===== src/logic/dsc_pkg.sv =====
/*
 * dsc_pkg: constants and carrier types for the host-side controller of a
 * 64K x 16 multiplexed-address asynchronous dynamic memory.
 * assumes a single 100 MHz system clock; all cycle counts below are derived from it.
 */
`default_nettype none
package dsc_pkg;

   // ************************************************************
   // clock and timing
   // ************************************************************
   localparam int CLK_MHZ          = 100;
   localparam int T_RP_NS          = 45;    // row precharge
   localparam int T_RAS_NS         = 80;    // row strobe low, least
   localparam int T_RAS_MAX_NS     = 10000; // row strobe low, longest
   localparam int T_RAH_NS         = 10;    // row address hold
   localparam int T_CAC_NS         = 30;    // column strobe access
   localparam int T_CSR_NS         = 5;     // column before row setup
   localparam int T_CHR_NS         = 10;    // column hold in refresh
   localparam int T_CPT_NS         = 40;    // counter test column precharge
   localparam int T_CP_NS          = 10;    // column precharge
   localparam int T_WP_NS          = 15;    // write pulse width
   localparam int T_PWR_US         = 200;   // power-up pause
   localparam int T_REF_MS         = 4;     // refresh period
   localparam int REF_ROWS         = 256;
   localparam int INIT_REFRESHES   = 8;
   // least times round up
   localparam int T_RP_CY          = (T_RP_NS * CLK_MHZ + 999) / 1000;
   localparam int T_RAS_CY         = (T_RAS_NS * CLK_MHZ + 999) / 1000;
   localparam int T_RAH_CY         = (T_RAH_NS * CLK_MHZ + 999) / 1000;
   localparam int T_CAC_CY         = (T_CAC_NS * CLK_MHZ + 999) / 1000 + 1;
   localparam int T_CSR_CY         = (T_CSR_NS * CLK_MHZ + 999) / 1000;
   localparam int T_CHR_CY         = (T_CHR_NS * CLK_MHZ + 999) / 1000;
   localparam int T_CPT_CY         = (T_CPT_NS * CLK_MHZ + 999) / 1000;
   localparam int T_CP_CY          = (T_CP_NS * CLK_MHZ + 999) / 1000;
   localparam int T_WP_CY          = (T_WP_NS * CLK_MHZ + 999) / 1000;
   localparam int T_PWR_CY         = T_PWR_US * CLK_MHZ;
   // longest times round down
   localparam int T_RAS_MAX_CY     = T_RAS_MAX_NS * CLK_MHZ / 1000;
   localparam int REF_INTERVAL_CY  = T_REF_MS * 1000 * CLK_MHZ / REF_ROWS;
   // margin so a page closes before the longest row strobe time
   localparam int PAGE_LIMIT_CY    = T_RAS_MAX_CY - 16;

   // ************************************************************
   // types
   // ************************************************************
   typedef enum logic [2:0]
   {
      CMD_READ         = 3'h0,
      CMD_WRITE        = 3'h1,
      CMD_MASKED_WRITE = 3'h2,
      CMD_RMW          = 3'h3,
      CMD_ROW_REFRESH  = 3'h4,
      CMD_COUNTER_TEST = 3'h5
   } dsc_cmd_t;

   typedef struct packed
   {
      dsc_cmd_t    cmd;
      logic [15:0] addr;   // row in upper byte, column in lower byte
      logic [15:0] wdata;
      logic [15:0] mask;   // 1 = bit is written, masked write only
   } dsc_req_t;

   typedef struct packed
   {
      logic        valid;
      logic        err;
      logic [15:0] rdata;
   } dsc_rsp_t;

   typedef struct packed
   {
      logic        row_strobe_n;
      logic        column_strobe_n;
      logic        write_mask_write_enable_n;
      logic        output_enable_n;
      logic [7:0]  shared_address_inputs;
      logic [15:0] data_out;
      logic        data_oe;
   } dsc_pins_t;

endpackage
`default_nettype wire


===== src/logic/dsc_divider.sv =====
/*
 * dsc_divider: reloading cycle counter giving a one-cycle tick every PERIOD
 * enabled cycles. assumes en is synchronous to clk; counting restarts when en drops.
 */
`timescale 1ns/1ps
`default_nettype none
module dsc_divider
#(
   parameter int PERIOD = 1562,
   parameter int W      = 16
)
(
   input  wire logic clk,
   input  wire logic rst_b,
   input  wire logic en,
   output var  logic tick
);
   typedef struct packed
   {
      logic [W-1:0] cnt;
      logic         tick;
   } dsc_div_state_t;

   dsc_div_state_t s;
   dsc_div_state_t next_s;

   always_comb
   begin
      next_s      = s;
      next_s.tick = 1'b0;
      if (!en)
      begin
         next_s.cnt = '0;
      end
      else if (s.cnt == W'(PERIOD - 1))
      begin
         next_s.cnt  = '0;
         next_s.tick = 1'b1;
      end
      else
      begin
         next_s.cnt = s.cnt + 1'b1;
      end
   end

   always_ff @(posedge clk or negedge rst_b)
   begin
      if (!rst_b)
         s <= '0;
      else
         s <= next_s;
   end

   assign tick = s.tick;
endmodule // dsc_divider
`default_nettype wire


===== src/logic/dsc_ctrl.sv =====
/*
 * dsc_ctrl: host controller driving the strobes, shared address and data pins
 * of a 64K x 16 asynchronous dynamic memory; refresh, page mode, hidden refresh.
 * assumes the memory pins are sampled and driven on clk; data pin input synchronous.
 */
`timescale 1ns/1ps
`default_nettype none
module dsc_ctrl
   import dsc_pkg::*;
#(
   parameter int POWER_UP_CYCLES = T_PWR_CY,
   parameter int REF_INTERVAL    = REF_INTERVAL_CY,
   parameter int PAGE_LIMIT      = PAGE_LIMIT_CY
)
(
   input  wire logic        clk,
   input  wire logic        rst_b,
   input  wire logic        req_valid,
   input  wire dsc_req_t    req,
   output var  logic        req_ready,
   output var  dsc_rsp_t    rsp,
   output var  logic        init_done,
   output var  dsc_pins_t   pins,
   input  wire logic [15:0] data_in
);
   import dsc_pkg::*;

   typedef enum logic [3:0]
   {
      ST_PWR     = 4'h0,
      ST_IDLE    = 4'h1,
      ST_RAS     = 4'h2,
      ST_RAH     = 4'h3,
      ST_COL     = 4'h4,
      ST_CAS     = 4'h5,
      ST_RMW_OE  = 4'h6,
      ST_RMW_WE  = 4'h7,
      ST_DONE    = 4'h8,
      ST_OPEN    = 4'h9,
      ST_CLOSE   = 4'ha,
      ST_PRE     = 4'hb,
      ST_CBR_CAS = 4'hc,
      ST_CBR_RAS = 4'hd,
      ST_HID     = 4'he,
      ST_CT_CHR  = 4'hf
   } dsc_st_t;

   typedef struct packed
   {
      dsc_st_t    st;
      logic [7:0] wait_cnt;
      logic [9:0] age;       // cycles since row strobe fell
      dsc_req_t   cur;
      logic       pend;      // request taken but not yet started
      logic       ref_pend;
      logic [3:0] cbr_cnt;   // saturates at INIT_REFRESHES
      logic       ct;        // the coming column-first cycle is a counter test
      logic       init;      // initialising refreshes done
      logic       rdy;
      dsc_rsp_t   rsp;
      dsc_pins_t  pins;
   } dsc_state_t;

   dsc_state_t s;
   dsc_state_t next_s;
   logic       pwr_tick;
   logic       ref_tick;
   logic       take;
   logic       is_read;
   logic       is_wr;

   // ************************************************************
   // timers
   // ************************************************************
   // power-up pause
   dsc_divider #(.PERIOD(POWER_UP_CYCLES), .W(16)) u_pwr
   (
      .clk   (clk),
      .rst_b (rst_b),
      .en    (s.st == ST_PWR),
      .tick  (pwr_tick)
   );

   dsc_divider #(.PERIOD(REF_INTERVAL), .W(16)) u_ref
   (
      .clk   (clk),
      .rst_b (rst_b),
      .en    (s.st != ST_PWR),
      .tick  (ref_tick)
   );

   // ************************************************************
   // sequencer
   // ************************************************************
   assign take    = req_valid && s.rdy;
   assign is_read = (s.cur.cmd == CMD_READ) || (s.cur.cmd == CMD_RMW)
                    || (s.cur.cmd == CMD_COUNTER_TEST);
   assign is_wr   = (s.cur.cmd == CMD_WRITE) || (s.cur.cmd == CMD_MASKED_WRITE);

   always_comb
   begin
      next_s           = s;
      next_s.rsp.valid = 1'b0;
      next_s.rsp.err   = 1'b0;
      if (s.wait_cnt != 8'h00)
         next_s.wait_cnt = s.wait_cnt - 8'h01;
      if (s.age != 10'h3ff)
         next_s.age = s.age + 10'h001;
      unique case (s.st)
         ST_PWR:
            if (pwr_tick)
               next_s.st = ST_IDLE;
         ST_IDLE:
            // initial and periodic refreshes take priority
            if (s.cbr_cnt < 4'(INIT_REFRESHES) || s.ref_pend)
            begin
               next_s.pins.column_strobe_n = 1'b0;
               next_s.ref_pend             = 1'b0;
               next_s.ct                   = 1'b0;
               next_s.wait_cnt             = 8'(T_CSR_CY - 1);
               next_s.st                   = ST_CBR_CAS;
            end
            else if (take || s.pend)
            begin
               if (take)
                  next_s.cur = req;
               next_s.pend = 1'b0;
               if ((take ? req.cmd : s.cur.cmd) == CMD_COUNTER_TEST)
               begin
                  next_s.pins.column_strobe_n = 1'b0;
                  next_s.ct                   = 1'b1;
                  next_s.wait_cnt             = 8'(T_CSR_CY - 1);
                  next_s.st                   = ST_CBR_CAS;
               end
               else
               begin
                  // row half first; mask on data pins at row fall
                  next_s.pins.shared_address_inputs =
                     take ? req.addr[15:8] : s.cur.addr[15:8];
                  next_s.pins.write_mask_write_enable_n =
                     ((take ? req.cmd : s.cur.cmd) != CMD_MASKED_WRITE);
                  next_s.pins.data_out = take ? req.mask : s.cur.mask;
                  next_s.pins.data_oe  =
                     ((take ? req.cmd : s.cur.cmd) == CMD_MASKED_WRITE);
                  next_s.st            = ST_RAS;
               end
            end
         ST_RAS:
         begin
            // row strobe falls on a settled row address
            next_s.pins.row_strobe_n = 1'b0;
            next_s.age               = '0;
            next_s.wait_cnt          = 8'(T_RAH_CY - 1);
            next_s.st                = ST_RAH;
         end
         ST_RAH:
            if (s.wait_cnt == 8'h00)
            begin
               // switch to column only after row hold
               next_s.pins.shared_address_inputs     = s.cur.addr[7:0];
               next_s.pins.write_mask_write_enable_n = 1'b1;
               next_s.pins.data_oe                   = 1'b0;
               if (s.cur.cmd == CMD_ROW_REFRESH)
               begin
                  // row-only refresh, column strobe stays high
                  next_s.rsp.valid = 1'b1;
                  next_s.st        = ST_CLOSE;
               end
               else
               begin
                  if (is_wr)
                  begin
                     // early write: enable low before column fall
                     next_s.pins.write_mask_write_enable_n = 1'b0;
                     next_s.pins.data_out                  = s.cur.wdata;
                     next_s.pins.data_oe                   = 1'b1;
                  end
                  next_s.st = ST_COL;
               end
            end
         ST_COL:
            if (s.wait_cnt == 8'h00)
            begin
               // strobe falls with write enable already low for writes
               next_s.pins.column_strobe_n = 1'b0;
               next_s.pins.output_enable_n = !is_read;
               next_s.wait_cnt             = 8'(T_CAC_CY - 1);
               next_s.st                   = ST_CAS;
            end
         ST_CAS:
            if (s.wait_cnt == 8'h00)
            begin
               if (is_read)
                  next_s.rsp.rdata = data_in;
               if (s.cur.cmd == CMD_RMW || s.cur.cmd == CMD_COUNTER_TEST)
               begin
                  // release outputs before driving write data
                  next_s.pins.output_enable_n = 1'b1;
                  next_s.st                   = ST_RMW_OE;
               end
               else
                  next_s.st = ST_DONE;
            end
         ST_RMW_OE:
         begin
            next_s.pins.data_out = s.cur.wdata;
            next_s.pins.data_oe  = 1'b1;
            next_s.st            = ST_RMW_WE;
         end
         ST_RMW_WE:
         begin
            // write enable fall strobes the data in
            next_s.pins.write_mask_write_enable_n = 1'b0;
            next_s.wait_cnt                       = 8'(T_WP_CY - 1);
            next_s.st                             = ST_DONE;
         end
         ST_DONE:
            if (s.wait_cnt == 8'h00)
            begin
               next_s.rsp.valid                      = 1'b1;
               next_s.pins.write_mask_write_enable_n = 1'b1;
               next_s.pins.data_oe                   = 1'b0;
               if (s.cur.cmd == CMD_READ && s.ref_pend && s.age >= 10'(T_RAS_CY))
               begin
                  // hidden refresh, read data stays on the pins
                  next_s.pins.row_strobe_n = 1'b1;
                  next_s.ref_pend          = 1'b0;
                  next_s.wait_cnt          = 8'(T_RP_CY - 1);
                  next_s.st                = ST_HID;
               end
               else
               begin
                  next_s.pins.column_strobe_n = 1'b1;
                  next_s.pins.output_enable_n = 1'b1;
                  next_s.wait_cnt             = 8'(T_CP_CY - 1);
                  next_s.st = (s.cur.cmd == CMD_COUNTER_TEST) ? ST_CLOSE : ST_OPEN;
               end
            end
         ST_OPEN:
            if (s.wait_cnt == 8'h00)
            begin
               if (s.ref_pend || s.age >= 10'(PAGE_LIMIT))
                  next_s.st = ST_CLOSE;
               else if (take)
               begin
                  next_s.cur = req;
                  // a bit mask latched at row fall would still apply to page writes
                  if (req.addr[15:8] == s.cur.addr[15:8]
                      && s.cur.cmd != CMD_MASKED_WRITE
                      && (req.cmd == CMD_READ || req.cmd == CMD_WRITE
                          || req.cmd == CMD_RMW))
                  begin
                     // page access: new column, row strobe kept low
                     next_s.pins.shared_address_inputs = req.addr[7:0];
                     next_s.pins.write_mask_write_enable_n = (req.cmd != CMD_WRITE);
                     next_s.pins.data_out = req.wdata;
                     next_s.pins.data_oe  = (req.cmd == CMD_WRITE);
                     next_s.st            = ST_COL;
                  end
                  else
                  begin
                     next_s.pend = 1'b1;
                     next_s.st   = ST_CLOSE;
                  end
               end
            end
         ST_CLOSE:
            if (s.age >= 10'(T_RAS_CY))
            begin
               next_s.pins.row_strobe_n    = 1'b1;
               next_s.pins.column_strobe_n = 1'b1;
               next_s.pins.output_enable_n = 1'b1;
               next_s.wait_cnt             = 8'(T_RP_CY - 1);
               next_s.st                   = ST_PRE;
            end
         ST_PRE:
            if (s.wait_cnt == 8'h00)
               next_s.st = ST_IDLE;
         ST_CBR_CAS:
            if (s.wait_cnt == 8'h00)
            begin
               // the memory takes its row from its own counter on this edge and steps it when the row strobe rises
               next_s.pins.row_strobe_n = 1'b0;
               next_s.age               = '0;
               if (s.cbr_cnt < 4'(INIT_REFRESHES))
                  next_s.cbr_cnt = s.cbr_cnt + 4'h1;
               // a stale command word must not turn a later refresh into a test
               if (s.ct)
               begin
                  next_s.wait_cnt = 8'(T_CHR_CY - 1);
                  next_s.st       = ST_CT_CHR;
               end
               else
               begin
                  next_s.wait_cnt = 8'(T_RAS_CY - 1);
                  next_s.st       = ST_CBR_RAS;
               end
            end
         ST_CT_CHR:
            if (s.wait_cnt == 8'h00)
            begin
               // column address applied after the counter row
               next_s.pins.column_strobe_n       = 1'b1;
               next_s.pins.shared_address_inputs = s.cur.addr[7:0];
               next_s.wait_cnt                   = 8'(T_CPT_CY - 1);
               next_s.st                         = ST_COL;
            end
         ST_HID:
            if (s.wait_cnt == 8'h00)
            begin
               next_s.pins.row_strobe_n = 1'b0;
               next_s.age               = '0;
               next_s.wait_cnt          = 8'(T_RAS_CY - 1);
               next_s.st                = ST_CBR_RAS;
            end
         ST_CBR_RAS:
            if (s.wait_cnt == 8'h00)
            begin
               next_s.pins.row_strobe_n    = 1'b1;
               next_s.pins.column_strobe_n = 1'b1;
               next_s.pins.output_enable_n = 1'b1;
               next_s.wait_cnt             = 8'(T_RP_CY - 1);
               next_s.st                   = ST_PRE;
            end
      endcase
      // a tick in the clearing cycle is kept
      if (ref_tick)
         next_s.ref_pend = 1'b1;
      next_s.init = (next_s.cbr_cnt >= 4'(INIT_REFRESHES));
      // no page take near the age limit: the open page would close and drop it
      next_s.rdy = (next_s.st == ST_IDLE && !next_s.pend && !next_s.ref_pend && next_s.init)
                   || (next_s.st == ST_OPEN && !next_s.ref_pend
                       && next_s.age < 10'(PAGE_LIMIT));
   end

   always_ff @(posedge clk or negedge rst_b)
   begin
      if (!rst_b)
      begin
         s      <= '0;
         s.pins <= '{row_strobe_n: 1'b1, column_strobe_n: 1'b1,
                     write_mask_write_enable_n: 1'b1, output_enable_n: 1'b1,
                     shared_address_inputs: 8'h00, data_out: 16'h0000,
                     data_oe: 1'b0};
      end
      else
         s <= next_s;
   end

   assign req_ready = s.rdy;
   assign rsp       = s.rsp;
   assign pins      = s.pins;
   assign init_done = s.init;

   logic [15:0] ref_gap;
   always_ff @(posedge clk or negedge rst_b)
   begin
      if (!rst_b)
         ref_gap <= 16'h0000;
      else if (!pins.row_strobe_n && s.pins.column_strobe_n == 1'b0 && s.st == ST_CBR_RAS)
         ref_gap <= 16'h0000;
      else if (s.st != ST_PWR && ref_gap != 16'hffff)
         ref_gap <= ref_gap + 16'h0001;
   end
endmodule // dsc_ctrl
`default_nettype wire


===== config.mk =====
export PLATFORM = sky130hd
export DESIGN_NAME = dsc_ctrl
export DESIGN_NICKNAME = d
export VERILOG_FILES = /design/src/logic/dsc_pkg.sv /design/src/logic/dsc_divider.sv /design/src/logic/dsc_ctrl.sv
export SDC_FILE = /design/constraint.sdc
export NUM_CORES = 1
export LEC_CHECK = 0
export BUFFER_PORTS_ARGS = -buffer_cell sky130_fd_sc_hd__buf_2
export CAP_MARGIN = 25
export CORE_UTILIZATION = 50
export DETAILED_ROUTE_END_ITERATION = 12
export PLACE_DENSITY_LB_ADDON = 0.15
export RECOVER_POWER = 50
export REMOVE_ABC_BUFFERS = 1
export SYNTH_ARGS = -nofsm -noshare
export SYNTH_HDL_FRONTEND = slang
export SYNTH_HIERARCHICAL = 1
export SYNTH_SLANG_ARGS = --single-unit

===== constraint.sdc =====
create_clock -name clk -period 5 [get_ports clk]
set_input_delay 0.5 -clock clk [delete_from_list [all_inputs] [get_ports clk]]
set_output_delay 0.5 -clock clk [all_outputs]
set_load 0.05 [all_outputs]

## Word-level counts from Yosys, hierarchy flattened

Cells that the tools add are included.

| cells by class | value |
|---|---|
| add/sub/neg operators | 5 |
| equality and inequality tests | 56 |
| mux-type cells | 104 |
| reduce and logical (&&, ||, !) cells | 50 |
| magnitude comparators | 5 |

Operators with widths:

| kind | count |
|---|---|
| 2-to-1 mux 52 bit | 5 |
| 2-to-1 mux 25 bit | 8 |
| case mux 52 bit (2 select lines) | 1 |
| 2-to-1 mux 12 bit | 7 |
| 2-to-1 mux 16 bit | 5 |
| case mux 8 bit (10 select lines) | 1 |
| case mux 16 bit (4 select lines) | 1 |
| case mux 4 bit (16 select lines) | 1 |
| 2-to-1 mux 4 bit | 15 |
| 2-to-1 mux 51 bit | 1 |
| 2-to-1 mux 22 bit | 2 |
| != test 2 bit (second input constant) | 20 |
| == test 4 bit (second input constant) | 9 |
| 2-to-1 mux 1 bit | 34 |
| 2-to-1 mux 17 bit | 2 |
| adder 16 x 1 -> 16 bit (second input constant) | 2 |
| 2-to-1 mux 8 bit | 4 |
| case mux 8 bit (4 select lines) | 1 |
| case mux 10 bit (3 select lines) | 1 |
| AND reduction 10 bit | 3 |
| 2-to-1 mux 10 bit | 2 |
| case mux 1 bit (5 select lines) | 4 |
| nonzero test 5 bit | 4 |
| == test 16 x 11 -> 1 bit (second input constant) | 1 |
| other kinds (43) | 86 |

| word-level totals | value |
|---|---|
| word-level logic and storage cells | 246 |
| bits of input ports | 70 |
| output and inout port bits | 49 |
| bits in registers | 162 |

## Logic depth before layout (Yosys ltp)

Gate-level depths: netlist of the first run.

| depth | value |
|---|---|
| word-level depth | 14 |
| gate-level depth with buffers | 12 |
| mapped depth without buffers | 10 |

## Modules after synthesis

The synthesis of the first run kept the hierarchy.

Modules (own cells, without submodules):

| module | cells each | area an instance (um^2) | times used | sequential area each (um^2) |
|---|---|---|---|---|
| dsc_ctrl | 746 | 7490.9 | 1 | 3183.1 |
| dsc_divider at u_ref | 84 | 859.6 | 1 | 425.4 |
| dsc_divider at u_pwr | 84 | 842.1 | 1 | 425.4 |

## Worst setup path before layout of the first run

Ideal clock, no wire load.

| timing path | value |
|---|---|
| path type | register to register |
| start | register s[117] (netlist bit) |
| end | register pins[10] (netlist name) |
| setup time | 0.125 ns |
| setup slack | 2.384 ns |
| period minus slack after synthesis | 2.616 ns |
| stages on the path, launching flop included | 13 |
| data arrival time | 2.491 ns |
| buffers on the path | 3 |
| required time | 4.875 ns |
| cell sequence | dfrtp_1 inv_1 ha_1 nor3b_2 and2_1 buf_4 inv_2 nand2_1 a21oi_2 or3_1 buf_6 buf_12 mux2_4 |

| between the ends | value |
|---|---|
| cells in the longest elaborated chain, start to end | 3 |
| elaborated cells on any way between the ends | 4 |
| classes of those cells | eq/ne (2); reduce/logical (2) |

RTL lines:

| what | RTL line | text |
|---|---|---|
| start, declared | dsc_ctrl.sv:64 | `dsc_state_t s;` |
| start signal, assigned | dsc_ctrl.sv:347 | `s <= next_s;` |
| zero test 8 bit * | dsc_ctrl.sv:157, dsc_ctrl.sv:240 |  |
| != test 2 bit (no line) | - |  |
| AND reduction 11 bit (no line) * | - |  |

Mark *: on every way between the ends. The rest lies on a longest branch, timed or not.
A chain may end at the register's enable or synchronous reset.

## Final worst setup path of the first run

| timing path | value |
|---|---|
| start | register s[117] (netlist bit) |
| end | register pins[7] (netlist name) |

| between the ends | value |
|---|---|
| cells in the longest elaborated chain, start to end | 3 |
| elaborated cells on any way between the ends | 4 |
| classes of those cells | eq/ne (2); reduce/logical (2) |

RTL lines:

| what | RTL line |
|---|---|
| zero test 8 bit * | dsc_ctrl.sv:157, dsc_ctrl.sv:240 |
| != test 2 bit (no line) | - |
| AND reduction 11 bit (no line) * | - |

Marks and branches as above.

==> results of run 1 <==
## power by group through the flow
stage                     clock network (µW)  registers, µW  logic (µW)
after floorplan                            0           1330        8.34
after global placement                     0           1330        71.4
after detailed placement                   0           1330        71.9
after CTS                               1380           1300        72.2
after global routing                    1440           1300        79.4
final                                   1350           1300        68.8
## critical path: cells and delay by family (launching register included)
kind,cells,cell delay (ns)
simple gates,4,2.08
mux,1,0.44
buf+inv,2,0.44
compound gates,1,0.10
fa+ha+maj,1,0.20
flops,1,0.42
## state kept, by name, summed over array words and instances (netlist names), named ones only
name	count
s	79
u_pwr/s	16
u_ref/s	16
pins	29
rsp	17
u_ref/tick	1
u_pwr/tick	1
req_ready	1
## cell usage after synthesis, drive strengths merged, types with 4 or more instances
library cell | n | share of area, %
ha | 9 | 1.2
a211oi | 5 | 0.46
nor3 | 23 | 1.5
o22ai | 9 | 0.61
a31oi | 21 | 1.4
nor3b | 4 | 0.38
a21oi | 40 | 2.2
dfstp | 4 | 1.1
xnor2 | 39 | 3.7
nand2b | 10 | 0.68
nor4 | 14 | 1.5
xor2 | 8 | 0.76
and3 | 4 | 0.27
dfrtp | 157 | 43
o21ai | 23 | 1.4
nor2b | 6 | 0.41
or2 | 6 | 0.41
nand4 | 13 | 1.2
or3 | 10 | 0.79
a22oi | 5 | 0.41
o211ai | 4 | 0.33
inv | 22 | 0.90
and2 | 5 | 0.34
clkbuf | 34 | 1.4
buf | 63 | 5.1
a221oi | 17 | 1.6
nor2 | 80 | 3.3
nand2 | 97 | 4.0
nand3 | 19 | 1.1
a221o | 8 | 0.87
mux2i | 4 | 0.44
o31ai | 5 | 0.56
mux2 | 93 | 12
## cell type report
cell class	instances	area share, %
clock buffers	18	4.31
well taps	229	2.81
repair buffers	131	6.47
multi-input cells	633	44.2
clock inverters	14	1.77
flip-flops and latches	161	39.6
inverters	23	0.847
## final timing paths
path	startpoint	end	slack (ns)	cells past startpoint
max	s[117]$_DFF_PN0_	pins[7]$_DFFE_PN0P_	1.21	9
min	rst_b	s[107]$_DFF_PN0_	0.08	1
max reg2reg	s[117]$_DFF_PN0_	pins[7]$_DFFE_PN0P_	1.21	9
min reg2reg	s[52]$_DFF_PN0_	s[52]$_DFF_PN0_	0.48	1
max in group asynchronous	rst_b	s[100]$_DFFE_PN0P_	2.13	2
min in group clk	data_in[6]	rsp[6]$_DFFE_PN0P_	0.30	2
## kinds of logic after synthesis
| group | after synthesis | synth area share [%] |
|---|---|---|
| compound gates | 172 | 13.3 |
| xor+xnor | 47 | 4.48 |
| fa+ha+maj | 9 | 1.23 |
| buf+inv | 120 | 7.42 |
| flops | 161 | 43.9 |
| mux | 97 | 12.2 |
| other cells | 1 | 0.0408 |
| simple gates | 307 | 17.4 |
## metal layers
layer / wire, µm / vias to the layer above
li1: - / 3339
met1: 9830 / 3390
met2: 9820 / 219
met3: 979 / 39
met4: 359 / 0
met5: 0 / -
## metrics by stage
step                hold slack, ns  std cells  utilization (%)  worst slack (ns)
floorplan                    0.204        817                -             0.280
global placement             0.470       1177             53.5              1.28
detailed placement           0.465       1177             53.5              1.23
CTS                          0.106       1209             56.9              1.22
global route                 0.128       1209             56.7             0.978
finish                      0.0762       1209             56.7              1.21
==> flow_metrics.tcl, run 1 <==
set metrics [dict create \
    switching_power_uw 655 \
    post_route_cells_drive_above_1_share_pct 27.3 \
    postCtsResizedCells 0 \
    timing.max_cap.violations 2 \
    vias_in_the_first_global_route 6712 \
    p_int_uw 2060 \
    timing.final.setup_violations 0 \
    total_power_uw 2720 \
    hold_buffers 0 \
    syn-cell-area_um2 9190 \
    design.portCount 119 \
    full_die_area_um2 18900 \
    fmax_mhz 264 \
    fillerInstances 1582 \
    final_nets 1046 \
    detailedRoute.firstIterationViolations 550 \
    clock_power_share_pct 49.6 \
    ctsRootBufferMaster "sky130_fd_sc_hd__clkbuf_16" \
    yosysSeqAreaShare_pct 43.9 \
    layout.cells.most_common_list "157 x sky130_fd_sc_hd__dfrtp_1, 97 x sky130_fd_sc_hd__nand2_1, 92 x sky130_fd_sc_hd__buf_2" \
    clk_transition_reported_paths_ns 0.07 \
    timing.max_slew.rel_slack_pct -67.2 \
    area_growth_syn_to_layout_pct 10.8 \
    vias_per_cell 5.78 \
    violations "capacitance limit, slew limit" \
    finalCritPeriodShare_pct 75.7 \
    placedInstanceArea_um2 9610 \
    routed_length_per_instance_um 17.4 \
    outcome "finished, violations left" \
    ratio_of_total_power_to_cell_area_nw_per_um2 267 \
    gr-usage-met1_pct 32.9 \
    commonest_non_fill_non_tap_cell_in_the_layout "sky130_fd_sc_hd__dfrtp_1" \
    hold_path_class "input pin to async pin" \
    worst_ep_required_time_ns 5.31 \
    fin_crit_ns 3.79 \
    worst_slew_pin_slew_ns 2.51 \
    p_seq_share_pct 47.9 \
    grt_remaining_overflow 0 \
    ant_nets 0 \
    cts_max_level 4 \
    combPwrFrac_pct 2.5 \
    finalClockSkew_ns 0.0129 \
    clock-sinks 161 \
    globalRouteTotalUtil_pct 23.1 \
    portBuffers 117 \
    cp-start-kind "register" \
    synth.distinct_cells 83 \
    max-clock-path-buffers 2 \
    globalRouteMet2Util_pct 35.8 \
    final_setup_tns_ns 0 \
    final-max-slew-violation-count 90 \
    power_switching_share_pct 24.1 \
    timing_worst_setup_path_type "register to register" \
    antenna_violations_before_repair 0 \
    worst_path_arrival_time_ns 4.10 \
    first_drt_pass_iteration_count 5 \
    row_count 49 \
    die_width_um 138 \
    global_route_wire_length_before_repair_um 34300 \
    cp_max_fo 19 \
    postSynthAreaPerCell_um2 10.1 \
    place.gp.congestion 0.911 \
    dieHeight_um 138 \
    stdcell_area_um2 10200 \
    power_leakage_uw 0.00461 \
    pin_count_of_the_biggest_net_entering_global_routing 76 \
    core_region_area_um2 18000 \
    synth.ff_latch_count 161 \
    post-cts-setup-buffers 0 \
    crit_path_top_delay_cell "sky130_fd_sc_hd__or3_1" \
    drc 0 \
    final-hold-violation-count 0 \
    global_route.peak_usage_layer "met2" \
    end_kind "register" \
    multi_input_area_um2 4500 \
    synth-async-reset-ratio_pct 100 \
    postSynth.topFlopCell "sky130_fd_sc_hd__dfrtp_1" \
    detailroute.via_count 6987 \
    tritoncts "built" \
    cts_inserted_buffers 17 \
    number_of_flops_mapped_to_enable_cells_by_yosys 0 \
    clkLatencyLatePin_ns 0.43 \
    diodes 0 \
    vdd.ir_drop.worst_mv 0.220 \
    crit_chain "inv_1, ha_1, nor3b_2, and2_1, inv_2, nand2_1, a21oi_2, or3_1, mux2_4" \
    syn_inst 914 \
    hpwl_um 14400 \
    synth_warnings 6 \
    globalRouteMet3Util_pct 4.12 \
    start_util_pct 51.2 \
    cpPeakStageDelay_ns 0.74 \
    grt_setup_unrepaired "false" \
    storage_element_area_um2 4030 \
    routed_wire_length_um 21000 \
]
Power figures use the tool's default switching activity.
==> run 2, diff against run 1 <==
- clock period: 5 -> 3.7 ns (I/O delays scaled with it)
==> run 2 against run 1 <==
Compared with the run above:
- clock power rose by 42%
- critical endpoint is now pins[12]$_DFFE_PN0P_
- non-clock buffer count up 5
- die area did not move
- utilization increased by 0.40 points
- clock skew fell by 0.0022 ns
- worst hold slack better by 0.089 ns
- critical path type unchanged
- the flow still finishes with violations (capacitance limit, slew limit)
- power rose by 39%
- routed wire length is 0.77% higher
- maximum frequency is 21% higher
==> flow_metrics.tcl, run 2 (synthesized netlist as in run 1, its figures left out) <==
set metrics [dict create \
    clk_transition_reported_paths_ns 0.07 \
    cp-start-kind "register" \
    ant_nets 0 \
    fillerInstances 1643 \
    worst_r2r_endpoint "pins[12]$_DFFE_PN0P_" \
    antenna_violations_before_repair 1 \
    area_growth_syn_to_layout_pct 11.6 \
    holdWs_ns 0.165 \
    post-cts-setup-buffers 0 \
    globalRouteTotalUtil_pct 23.3 \
    regToRegSetupSlack_ns 0.57 \
    drc 0 \
    worst_path_arrival_time_ns 3.45 \
    final_core_utilization_pct 57.1 \
    critical_path.reg2reg.startpoint "s[117]$_DFF_PN0_" \
    row_count 49 \
    routed_wire_length_um 21200 \
    hold_path_depth 2 \
    routed_length_per_instance_um 17.4 \
    commonest_non_fill_non_tap_cell_in_the_layout "sky130_fd_sc_hd__dfrtp_1" \
    pin_count_of_the_biggest_net_entering_global_routing 83 \
    final-max-slew-violation-count 83 \
    cts_inserted_buffers 17 \
    portBuffers 117 \
    post_route_cells_drive_above_1_share_pct 27.8 \
    dp_slack_ns 0.620 \
    min_delay_worst_endpoint "rsp[13]$_DFFE_PN0P_" \
    fmax_mhz 320 \
    final_setup_tns_ns 0 \
    reg2regPathDepth 10 \
    detailedRoute.firstIterationViolations 535 \
    layout.cells.most_common_list "157 x sky130_fd_sc_hd__dfrtp_1, 97 x sky130_fd_sc_hd__nand2_1, 92 x sky130_fd_sc_hd__buf_2" \
    worst_hold_startpoint "data_in[13]" \
    ctsRootBufferMaster "sky130_fd_sc_hd__clkbuf_16" \
    timing.max_slew.rel_slack_pct -40.1 \
    vias_per_cell 5.75 \
    storage_element_area_um2 4030 \
    vias_in_the_first_global_route 6727 \
    dieHeight_um 138 \
    grt_remaining_overflow 0 \
    finalCritPeriodShare_pct 84.5 \
    cts_max_level 4 \
    start_util_pct 51.2 \
    timing.final.setup_violations 0 \
    clock-sinks 161 \
    grt_setup_unrepaired "false" \
    end_kind "register" \
    core_region_area_um2 18000 \
    multi_input_area_um2 4500 \
    hold_buffers 0 \
    timing_worst_setup_path_type "register to register" \
    fin_ws_ns 0.574 \
    design.portCount 119 \
    max-clock-path-buffers 2 \
    violations "capacitance limit, slew limit" \
    cp_max_fo 19 \
    finalClockSkew_ns 0.0107 \
    full_die_area_um2 18900 \
    largest_register_ff_count 79 \
    final-hold-violation-count 0 \
    power_leakage_uw 0.00465 \
    hold_path_class "input pin to register" \
    fin_crit_ns 3.13 \
    tritoncts "built" \
    ratio_of_total_power_to_cell_area_nw_per_um2 367 \
    total_power_uw 3770 \
    die_width_um 138 \
    clkLatencyLatePin_ns 0.44 \
    first_drt_pass_iteration_count 5 \
    vdd.ir_drop.worst_mv 0.326 \
    hpwl_um 14300 \
    timing.max_cap.violations 1 \
    worst_ep_required_time_ns 4.02 \
    final_nets 1051 \
    global_route_wire_length_before_repair_um 34200 \
    outcome "finished, violations left" \
    worst_slew_pin_slew_ns 2.10 \
    register_with_the_most_flip_flops "s" \
    detailroute.via_count 6989 \
    postCtsResizedCells 0 \
    place.gp.congestion 0.926 \
]
-- run 2: cell count changes in the layout (fill, tap and decap cells not counted), moves of 2 or more --
| cell | previous run | this run |
|---|---|---|
| sky130_fd_sc_hd__buf_4 | 12 | 16 |
| sky130_fd_sc_hd__inv_6 | 3 | 6 |
| sky130_fd_sc_hd__bufinv_16 | 1 | 3 |
| sky130_fd_sc_hd__clkbuf_2 | 0 | 2 |
| sky130_fd_sc_hd__clkinv_8 | 3 | 1 |
| sky130_fd_sc_hd__inv_8 | 6 | 4 |
-- run 2: cell type report --
type	count	share of cell area [%]
Clock buffer	17	4.15
Clock inverter	15	2.06
Antenna cell	1	0.0244
Multi-Input combinational cell	633	43.9
Inverter	23	0.841
Timing Repair Buffer	136	6.94
Tap cell	229	2.79
Sequential cell	161	39.3
-- run 2: per-stage QoR --
step / std cells / cell area (µm²)
floorplan: 817 / 8600
global placement: 1181 / 9650
detailed placement: 1181 / 9650
CTS: 1213 / 10300
global route: 1214 / 10300
finish: 1215 / 10300
-- run 2: critical path, stage by stage (launching register included) --
cell	delay [ns]
sky130_fd_sc_hd__dfrtp_1	0.43
sky130_fd_sc_hd__inv_1	0.09
sky130_fd_sc_hd__ha_1	0.20
sky130_fd_sc_hd__nor3b_2	0.51
sky130_fd_sc_hd__and2_1	0.39
sky130_fd_sc_hd__inv_2	0.23
sky130_fd_sc_hd__nand2_1	0.13
sky130_fd_sc_hd__a21oi_2	0.10
sky130_fd_sc_hd__or3_1	0.36
sky130_fd_sc_hd__buf_4	0.24
sky130_fd_sc_hd__mux2_4	0.32
-- run 2: how the worst max path moves through the flow --
stage / from / to / slack, ns
CTS: s[117]$_DFF_PN0_ / pins[11]$_DFFE_PN0P_ / 0.60
global route: rst_b / s[105]$_DFFE_PN0P_ / 0.21
floorplan: s[127]$_DFF_PN0_ / s[100]$_DFFE_PN0P_ / -1.02
detailed placement: s[117]$_DFF_PN0_ / pins[13]$_DFFE_PN0P_ / 0.62
global placement: s[117]$_DFF_PN0_ / pins[6]$_DFFE_PN0P_ / 0.67
finish: s[117]$_DFF_PN0_ / pins[12]$_DFFE_PN0P_ / 0.57
-- run 2: routing by layer --
| layer | vias up | track usage (%) | routed length (µm) |
|---|---|---|---|
| met4 | 0 | 8.49 | 354 |
| met5 | - | 0 | 0 |
| met3 | 30 | 5.19 | 1200 |
| met2 | 199 | 35.4 | 9780 |
| li1 | 3348 | - | - |
| met1 | 3412 | 32.4 | 9810 |
-- run 2: power breakdown --
group,total [µW],internal (µW),switching (µW)
sequential,1760,1760,0
clock,1920,1100,816
combinational,93.3,32.2,61.1
